File: src/logic/tsnc_consts.svh
// register offsets, field positions and reset values for the trap status block
`ifndef TSNC_CONSTS_SVH
`define TSNC_CONSTS_SVH

// ---------------------------------------------------------------
// register map
// ---------------------------------------------------------------
`define TSNC_TRAP_STATUS_CONTROL_OFS 12'h000
`define TSNC_ADDR_W 12

// ---------------------------------------------------------------
// field positions
// ---------------------------------------------------------------
`define TSNC_NESTING_OFF_BIT 15
`define TSNC_ARITH_FAULT_BIT 4
`define TSNC_ADDR_FAULT_BIT 3
`define TSNC_STACK_FAULT_BIT 2
`define TSNC_CLOCK_LOSS_BIT 1
`define TSNC_FLAG_LSB 1
`define TSNC_FLAG_MSB 4

// ---------------------------------------------------------------
// reset values
// ---------------------------------------------------------------
`define TSNC_RESET_NESTING 1'h0
`define TSNC_RESET_FLAGS 4'h0

`endif

File: src/logic/tsnc_pkg.sv
// types shared by the trap status and nesting control block
package tsnc_pkg;

    // apb request as seen by the slave
    typedef struct packed {
        logic        psel;
        logic        penable;
        logic        pwrite;
        logic [11:0] paddr;
        logic [31:0] pwdata;
    } tsnc_apb_req_t;

    // trap events from the core, one bit each, bit 3 = arithmetic ... bit 0 = clock loss
    typedef struct packed {
        logic arith;
        logic addr;
        logic stack;
        logic clock_loss;
    } tsnc_traps_t;

    // state of one hardware settable flag
    typedef struct packed {
        logic flag;
    } tsnc_flag_state_t;

    // state of the top module
    typedef struct packed {
        logic        nesting_off;
        logic [31:0] prdata;
        logic        pslverr;
    } tsnc_state_t;

endpackage

File: src/logic/tsnc_flag.sv
// one sticky trap status flag: hardware sets, software writes
`timescale 1ns/1ps
module tsnc_flag (
    // clock and reset
    input wire logic clk,
    input wire logic rst_n,
    // hardware set and software write
    input wire logic set_event,
    input wire logic sw_write,
    input wire logic sw_value,
    // flag value
    output logic flag
);

    tsnc_pkg::tsnc_flag_state_t st;
    tsnc_pkg::tsnc_flag_state_t next_st;

    // set wins over a software clear in the same cycle so no trap is lost
    always_comb begin
        next_st = st;
        if (sw_write) begin
            next_st.flag = sw_value;
        end
        if (set_event) begin
            next_st.flag = 1'h1;
        end
    end

    // register the state
    always_ff @(posedge clk) begin
        if (!rst_n) begin
            st.flag <= 1'h0;
        end else begin
            st <= next_st;
        end
    end

    assign flag = st.flag;

    chk_flag_set_sticks: assert property (@(posedge clk) disable iff (!rst_n)
        set_event |=> flag)
        else $error("flag not set after trap event");
    chk_flag_holds_value: assert property (@(posedge clk) disable iff (!rst_n)
        (!set_event && !sw_write) |=> $stable(flag))
        else $error("flag changed alone");

endmodule // tsnc_flag

File: src/logic/tsnc_top.sv
// trap status and interrupt nesting control register behind an apb slave
`timescale 1ns/1ps
`include "tsnc_consts.svh"
module tsnc_top (
    // clock and reset
    input wire logic clk,
    input wire logic rst_n,
    // apb slave
    input wire logic psel,
    input wire logic penable,
    input wire logic pwrite,
    input wire logic [11:0] paddr,
    input wire logic [31:0] pwdata,
    output logic [31:0] prdata,
    output logic pready,
    output logic pslverr,
    // trap events from the core, one-cycle pulses on clk
    input wire logic trap_arith,
    input wire logic trap_addr,
    input wire logic trap_stack,
    input wire logic trap_clock_loss,
    // controls toward the interrupt logic
    output logic nesting_off,
    output logic [3:0] trap_flags
);

    // ---------------------------------------------------------------
    // bus decode
    // ---------------------------------------------------------------
    tsnc_pkg::tsnc_apb_req_t req;
    tsnc_pkg::tsnc_traps_t traps;
    tsnc_pkg::tsnc_state_t st;
    tsnc_pkg::tsnc_state_t next_st;
    logic hit;
    logic wr_acc;
    logic [15:0] reg_view;

    // gather the bus and the trap sources into their carriers
    assign req = '{
        psel: psel,
        penable: penable,
        pwrite: pwrite,
        paddr: paddr,
        pwdata: pwdata
    };
    assign traps = '{
        arith: trap_arith,
        addr: trap_addr,
        stack: trap_stack,
        clock_loss: trap_clock_loss
    };

    // only one word is mapped; anything else answers with an error
    assign hit = (req.paddr == `TSNC_TRAP_STATUS_CONTROL_OFS);
    // a write takes effect only at the access edge of a mapped address
    assign wr_acc = req.psel && req.penable && req.pwrite && hit;
    // zero wait states: the slave is always ready
    assign pready = 1'h1;

    // ---------------------------------------------------------------
    // trap status flags
    // ---------------------------------------------------------------
    // one flag per trap source, index 0 is bit 1 of the register
    genvar g;
    generate
        for (g = 0; g < 4; g++) begin : g_flag
            tsnc_flag u_flag (
                .clk(clk),
                .rst_n(rst_n),
                .set_event(traps[g]),
                .sw_write(wr_acc),
                .sw_value(req.pwdata[`TSNC_FLAG_LSB + g]),
                .flag(trap_flags[g])
            );

            // a plain write lands in its flag bit at the access edge
            chk_flag_write_lands: assert property (@(posedge clk) disable iff (!rst_n)
                (wr_acc && !traps[g]) |=> trap_flags[g] == $past(pwdata[`TSNC_FLAG_LSB + g]))
                else $error("flag write lost");
            // a trap beside a clearing write still leaves the flag set
            chk_flag_set_wins: assert property (@(posedge clk) disable iff (!rst_n)
                (wr_acc && traps[g]) |=> trap_flags[g])
                else $error("trap lost to a write");
            // a read shows the flag as it stood at the setup edge
            chk_flag_reads_back: assert property (@(posedge clk) disable iff (!rst_n)
                (psel && !penable && !pwrite && hit)
                |=> prdata[`TSNC_FLAG_LSB + g] == $past(trap_flags[g]))
                else $error("read data does not show flag");
        end
    endgenerate

    // assemble the readable view; unimplemented bits are constant zero
    always_comb begin
        reg_view = 16'h0000;
        reg_view[`TSNC_NESTING_OFF_BIT] = st.nesting_off;
        reg_view[`TSNC_FLAG_MSB:`TSNC_FLAG_LSB] = trap_flags;
    end

    // ---------------------------------------------------------------
    // control state and read data
    // ---------------------------------------------------------------
    // read data is registered at the setup cycle so it stands in the access phase;
    // the trade-off is that a read shows the flags as they were one edge before
    // the access edge, so a trap in the access cycle shows up on the next read;
    // the nesting control changes only at the access edge of a mapped write
    always_comb begin
        next_st = st;
        if (wr_acc) begin
            next_st.nesting_off = req.pwdata[`TSNC_NESTING_OFF_BIT];
        end
        if (req.psel && !req.penable) begin
            next_st.prdata = (hit && !req.pwrite) ? {16'h0000, reg_view} : 32'h0000_0000;
            next_st.pslverr = !hit;
        end
    end

    // register the state; reset clears the nesting control
    always_ff @(posedge clk) begin
        if (!rst_n) begin
            st.nesting_off <= `TSNC_RESET_NESTING;
            st.prdata <= 32'h0000_0000;
            st.pslverr <= 1'h0;
        end else begin
            st <= next_st;
        end
    end

    assign prdata = st.prdata;
    assign pslverr = st.pslverr && psel && penable;
    assign nesting_off = st.nesting_off;

    // ---------------------------------------------------------------
    // checks: nesting control
    // ---------------------------------------------------------------
    // a write lands, nothing else moves it, and a read shows it
    chk_nest_write_takes: assert property (@(posedge clk) disable iff (!rst_n)
        wr_acc |=> nesting_off == $past(pwdata[15]))
        else $error("nesting bit missed write");
    chk_nest_holds: assert property (@(posedge clk) disable iff (!rst_n)
        !wr_acc |=> $stable(nesting_off))
        else $error("nesting bit changed alone");
    chk_nest_reads_back: assert property (@(posedge clk) disable iff (!rst_n)
        (psel && !penable && !pwrite && hit) |=> prdata[15] == $past(nesting_off))
        else $error("read data does not show nesting bit");

    // ---------------------------------------------------------------
    // checks: trap flags
    // ---------------------------------------------------------------
    // each trap pulse sets its own flag at the next edge
    chk_arith_sets: assert property (@(posedge clk) disable iff (!rst_n)
        trap_arith |=> trap_flags[3])
        else $error("arith flag not set");
    chk_addr_sets: assert property (@(posedge clk) disable iff (!rst_n)
        trap_addr |=> trap_flags[2])
        else $error("addr flag not set");
    chk_stack_sets: assert property (@(posedge clk) disable iff (!rst_n)
        trap_stack |=> trap_flags[1])
        else $error("stack flag not set");
    chk_clock_loss_sets: assert property (@(posedge clk) disable iff (!rst_n)
        trap_clock_loss |=> trap_flags[0])
        else $error("clock loss flag not set");

    // with no trap and no write a flag keeps its value
    chk_arith_holds: assert property (@(posedge clk) disable iff (!rst_n)
        (!trap_arith && !wr_acc) |=> $stable(trap_flags[3]))
        else $error("arith flag changed alone");
    chk_addr_holds: assert property (@(posedge clk) disable iff (!rst_n)
        (!trap_addr && !wr_acc) |=> $stable(trap_flags[2]))
        else $error("addr flag changed alone");
    chk_stack_holds: assert property (@(posedge clk) disable iff (!rst_n)
        (!trap_stack && !wr_acc) |=> $stable(trap_flags[1]))
        else $error("stack flag changed alone");
    chk_clock_loss_holds: assert property (@(posedge clk) disable iff (!rst_n)
        (!trap_clock_loss && !wr_acc) |=> $stable(trap_flags[0]))
        else $error("clock loss flag changed alone");

    // reset clears everything; software may clear a flag; reads show the flags
    chk_flags_reset: assert property (@(posedge clk)
        !rst_n |=> (trap_flags == 4'h0 && nesting_off == 1'h0))
        else $error("bad reset");
    chk_flag_sw_clear: assert property (@(posedge clk) disable iff (!rst_n)
        (wr_acc && !trap_arith && !pwdata[4]) |=> !trap_flags[3])
        else $error("arith flag clear lost");
    chk_read_flags: assert property (@(posedge clk) disable iff (!rst_n)
        (psel && !penable && !pwrite && hit) |=> prdata[4:1] == $past(trap_flags))
        else $error("read data does not show flags");

    // ---------------------------------------------------------------
    // checks: unused bits and unmapped addresses
    // ---------------------------------------------------------------
    // unused bits read zero; an unmapped address is refused and changes nothing
    chk_unimpl_zero: assert property (@(posedge clk) disable iff (!rst_n)
        (psel && penable && !pwrite && hit)
        |-> (prdata[14:5] == 10'h000 && prdata[0] == 1'h0 && prdata[31:16] == 16'h0000))
        else $error("unimplemented bits not zero");
    chk_unmapped_ignored: assert property (@(posedge clk) disable iff (!rst_n)
        (psel && penable && pwrite && !hit && traps == 4'h0)
        |=> ($stable(trap_flags) && $stable(nesting_off)))
        else $error("unmapped write changed the register");
    chk_bad_addr_error: assert property (@(posedge clk) disable iff (!rst_n)
        (psel && penable && !hit) |-> (pslverr && prdata == 32'h0000_0000))
        else $error("unmapped access not refused");
    chk_good_addr_no_error: assert property (@(posedge clk) disable iff (!rst_n)
        (psel && penable && hit) |-> !pslverr)
        else $error("mapped access refused");

    // ---------------------------------------------------------------
    // scenarios the bench is expected to reach
    // ---------------------------------------------------------------
    cov_nest_set: cover property (@(posedge clk) disable iff (!rst_n)
        wr_acc && pwdata[15]);
    cov_trap_and_clear: cover property (@(posedge clk) disable iff (!rst_n)
        wr_acc && trap_stack && !pwdata[2]);
    cov_read_flag: cover property (@(posedge clk) disable iff (!rst_n)
        psel && penable && !pwrite && prdata[4]);
    cov_bad_addr: cover property (@(posedge clk) disable iff (!rst_n)
        pslverr);
    cov_all_flags: cover property (@(posedge clk) disable iff (!rst_n)
        trap_flags == 4'hf);

endmodule // tsnc_top

File: config.mk
export PLATFORM = sky130hd
export DESIGN_NAME = tsnc_top
export DESIGN_NICKNAME = d
export VERILOG_FILES = /design/src/logic/tsnc_pkg.sv /design/src/logic/tsnc_flag.sv /design/src/logic/tsnc_top.sv
export VERILOG_INCLUDE_DIRS = /design/src /design/src/logic
export SDC_FILE = /design/constraint.sdc
export NUM_CORES = 1
export LEC_CHECK = 0
export ABC_CLOCK_PERIOD_IN_PS = 2300
export BUFFER_PORTS_ARGS = -buffer_cell sky130_fd_sc_hd__buf_2
export CORE_UTILIZATION = 25
export DETAILED_ROUTE_END_ITERATION = 7
export GPL_ROUTABILITY_DRIVEN = 0
export GPL_TIMING_DRIVEN = 0
export SLEW_MARGIN = 20
export SYNTH_ARGS = -nofsm -noshare
export SYNTH_HDL_FRONTEND = slang
export SYNTH_HIERARCHICAL = 1
export SYNTH_SLANG_ARGS = --single-unit
File: constraint.sdc
create_clock -name clk -period 2.3 [get_ports clk]
set_clock_uncertainty 0.05 [all_clocks]
set_input_delay 0.23 -clock clk [delete_from_list [all_inputs] [get_ports clk]]
set_output_delay 0.23 -clock clk [all_outputs]
set_load 0.05 [all_outputs]
After elaboration in Yosys (flattened, before gate mapping)

Index checks and enable logic that the tools add are counted.
Widths: inputs -> output; s select.

Flip-flop bits (word level): 38
Input bits: 53
Output and inout bits: 39
Word-level logic and storage cells: 31

Multiplexer cells: 9
Reduce and logical (&&, ||, !) cells: 15

Operators by type and width:

| cell              | count |
|---|---|
| $mux 16           | 1 |
| $logic_not 12->1  | 1 |
| $mux 1            | 8 |
| $reduce_bool 2->1 | 4 |
| $logic_and 1x1->1 | 7 |
| $logic_not 1->1   | 3 |

Longest topological paths before layout

Depth in word-level cells: 5
Depth in mapped cells: 4
Gate-level depth less buffers: 4

Hierarchy

The synthesis kept the hierarchy.

Modules (own cells, without submodules):

| module    | instances | cells each | area an instance (µm²) | seq. area each (µm²) |
|---|---|---|---|---|
| tsnc_top  | 1         | 74         | 633.1                  | 140.1 |
| tsnc_flag | 4         | 3          | 38.8                   | 20.0 |

Worst setup path after synthesis

No wires, ideal clock.

Path kind: input-to-reg
Start point: in paddr[1]
End point: reg, netlist name g_flag[0].u_flag/flag
Library setup time: 0.115 ns
Arrival: 1.308 ns
Data required time: 2.135 ns
Slack: 0.827 ns
Stages on the path: 4
Buffers on the path: 0
Cells stage by stage: nor4_4 and4_4 mux2_1 o21a_1

Longest elaborated chain between the ends: 3

Ends and longest elaborated chain:

| element                            | RTL line       | text |
|---|---|---|
| start: declaration                 | tsnc_top.sv:12 | `input wire logic [11:0] paddr,` |
| $logic_not 12->1 (no source line)  | -              |  |
| $logic_and 1x1->1                  | tsnc_top.sv:56 | `assign wr_acc = req.psel && req.penable && req.pwrite && hit;` |
| via wr_acc                         | tsnc_top.sv:35 | `logic wr_acc;` |
| $reduce_bool 2->1 (no source line) | -              |  |

The timed path passes the listed nets, and every way through them passes these cells.
A chain may end at the register's enable or synchronous reset.

Worst setup path after layout

Start point: in paddr[1]
End point: reg, netlist name g_flag[0].u_flag/flag

Longest elaborated chain between the ends: 3

Ends and longest elaborated chain:

| element                            | RTL line |
|---|---|
| $logic_not 12->1 (no source line)  | - |
| $logic_and 1x1->1                  | tsnc_top.sv:56 |
| via wr_acc                         | tsnc_top.sv:35 |
| $reduce_bool 2->1 (no source line) | - |

The timed path passes the listed nets, and every way through them passes these cells.

==> out/qor.yml <==
drc: 0
vias: 681
r2r_setup_slack_ns: 1.31
finalWirelength_um: 1430
power.leakage_nw: 0.629
netlist_area_um2: 788
end_kind: "register"
synth-seq-area-share_pct: 27.9
top_layer_used: "met3"
final_antenna_net_count: 0
yosys.cell_types.count: 20
r2r-end: "prdata[15]$_SDFFE_PN0P_"
final_area_um2: 1150
critical_path_class: "primary input to register"
fin_crit_sh_pct: 62.6
dpl_cell_area_um2: 1120
cts_max_level: 1
outcome: "finished clean"
clk_pin_slew_ns: 0.07
regToRegStartpoint: "nesting_off$_SDFFE_PN0P_"
mostFrequentLayoutCell: "buf_2"
fmax_mhz: 695
yosysWarnings: 6
root_buffer: "clkbuf_4"
min_from: "trap_stack"
critPathMaxFanout: 5
dr_wl_met2_um: 688
port_buffers: 36
setup_tns_ns: 0
cap_violations: 0
ctsHoldBuffers: 0
postCtsSetupRepairBufs: 0
dr_wl_met3_um: 140
antennaDiodeCount: 0
min_to: "g_flag[1].u_flag/flag$_SDFFE_PN0P_"
nNetsFinal: 206
drt_first_pass_iters: 4
numCtsBuffers: 3
synth_seq_cells: 11
clockBufferDepth: 2
required_ns: 2.40
grt_pass1_wl_um: 2210
ir_worst_vdd_mv: 0.212
m1WireLength_um: 600
rows: 20
hp-class: "primary input to register"
rsz0062_at_grt: "no"
insertion_delay_ns: 0.25
whs_path_depth: 2
cts_tree: "built"
viasPerCell: 3.47
start_util_pct: 26.0
power_density_nw_per_um2: 471
fillCellCount: 310
grt_pass1_vias: 539
die_area_um2: 3380
cp_top_family: "simple AND/OR/NAND/NOR gates"
slowest_stage: "nor4_4"
wire_per_inst_um: 7.29
die_h_um: 58.2
crit_path_start_kind: "primary input"
setup_violations: 0
drive_gt1_share_pct: 52.0
cpPeakStageDelay_ns: 0.35
synth_top_cell_by_area: "buf_4"
grt.overflow.total: 0
grt.total_usage_pct: 8.65
hold_viol: 0
final_cell_mix: "buf_2, buf_4, conb_1"
ios: 92
timing.critical_path.buf_inv: 1
clock_sinks: 11
cts_resized: 0
cp_data_arrival_time_ns: 1.54
dieWidth_um: 58.2
crit_chain: "buf_2 > nor4_4 > and4_4 > mux2_1 > o21a_1"
period_minus_slack_ns: 1.44
core_um2: 3030
synth_top_area_share_pct: 31.4
synth_area_leaders: "buf_4, dfxtp_1, nor4_4"
antenna_found_initial: 0
grt_max_degree: 10
holdWs_ns: 0.128
avgSynthCellArea_um2: 9.17
slew_violations: 0
syn2layout_area_growth_pct: 45.6
synthCells: 86
reg2reg_depth: 3
drt_iter0_markers: 13
==> per-layer routing <==
layer	track usage, %	vias to the layer above
met4	4.08	0
met5	0	-
met1	9.77	280
met3	2.23	0
met2	15.1	40
li1	-	361
==> power breakdown <==
group          leakage, nW  internal (mW)  switching [mW]
clock network       0.0150         0.0669          0.0595
registers           0.0901          0.197         0.00366
logic                0.524         0.0640           0.150
==> synthesized netlist by cell type <==
library cell and n:
nor4bb_1 1, nand2b_1 1, dfxtp_1 11, and4_4 1, a31o_2 1, and3_1 2
buf_4 33, o21a_1 4, a21boi_0 2, mux2_1 4, buf_2 1, nand3_1 4
nand2_1 4, conb_1 2, inv_1 4, and4bb_2 1, nand4_1 2, nor4_4 3
o21ai_1 4, mux2i_1 1
==> registers in the layout (all words and copies together) (netlist names) <==
name and cells:
nesting_off 1, g_flag.u_flag/flag 4, prdata 5, st 1
==> logic make-up (layout without fill, tap and decap cells) <==
family | Yosys count | count (layout) | share of synthesized area [%]
AO/OA/AOI/OAI | 11 | 11 | 9.36
buffers and inverters | 38 | 78 | 34.0
flip-flops | 11 | 11 | 27.9
multiplexers | 5 | 5 | 6.98
other | 2 | 28 | 0.953
AND/OR/NAND/NOR | 19 | 19 | 20.8
==> how the worst max path moves through the flow <==
| stage | cells past startpoint | start | end | slack, ns |
|---|---|---|---|---|
| 3_5_place_dp | 5 | paddr[1] | g_flag[0].u_flag/flag$_SDFFE_PN0P_ | 0.57 |
| 3_3_place_gp | 5 | paddr[1] | g_flag[0].u_flag/flag$_SDFFE_PN0P_ | 0.61 |
| 6_report | 5 | paddr[1] | g_flag[0].u_flag/flag$_SDFFE_PN0P_ | 0.86 |
| 2_1_floorplan | 4 | paddr[1] | g_flag[0].u_flag/flag$_SDFFE_PN0P_ | 0.83 |
| 4_1_cts | 5 | paddr[1] | g_flag[0].u_flag/flag$_SDFFE_PN0P_ | 0.85 |
| 5_1_grt | 5 | paddr[1] | g_flag[1].u_flag/flag$_SDFFE_PN0P_ | 0.80 |
==> stage by stage <==
step	util (%)	power, mW	cells	setup WS [ns]
5_1_grt	37.9	0.572	196	0.797
2_1_floorplan	-	0.379	112	0.827
3_5_place_dp	37.0	0.417	192	0.569
4_1_cts	37.9	0.546	196	0.845
6_report	37.9	0.540	196	0.860
3_3_place_gp	37.0	0.415	192	0.614
==> final cells by class <==
type	count	area (um2)	share of cell area, %
Multi-Input combinational cell	63	398	34.7
Buffer	34	253	22.0
Sequential cell	11	220	19.2
Timing Repair Buffer	36	180	15.7
Tap cell	44	55.1	4.80
Clock buffer	4	26.3	2.29
Inverter	4	15.0	1.31
(Power assumes the default switching activity.)
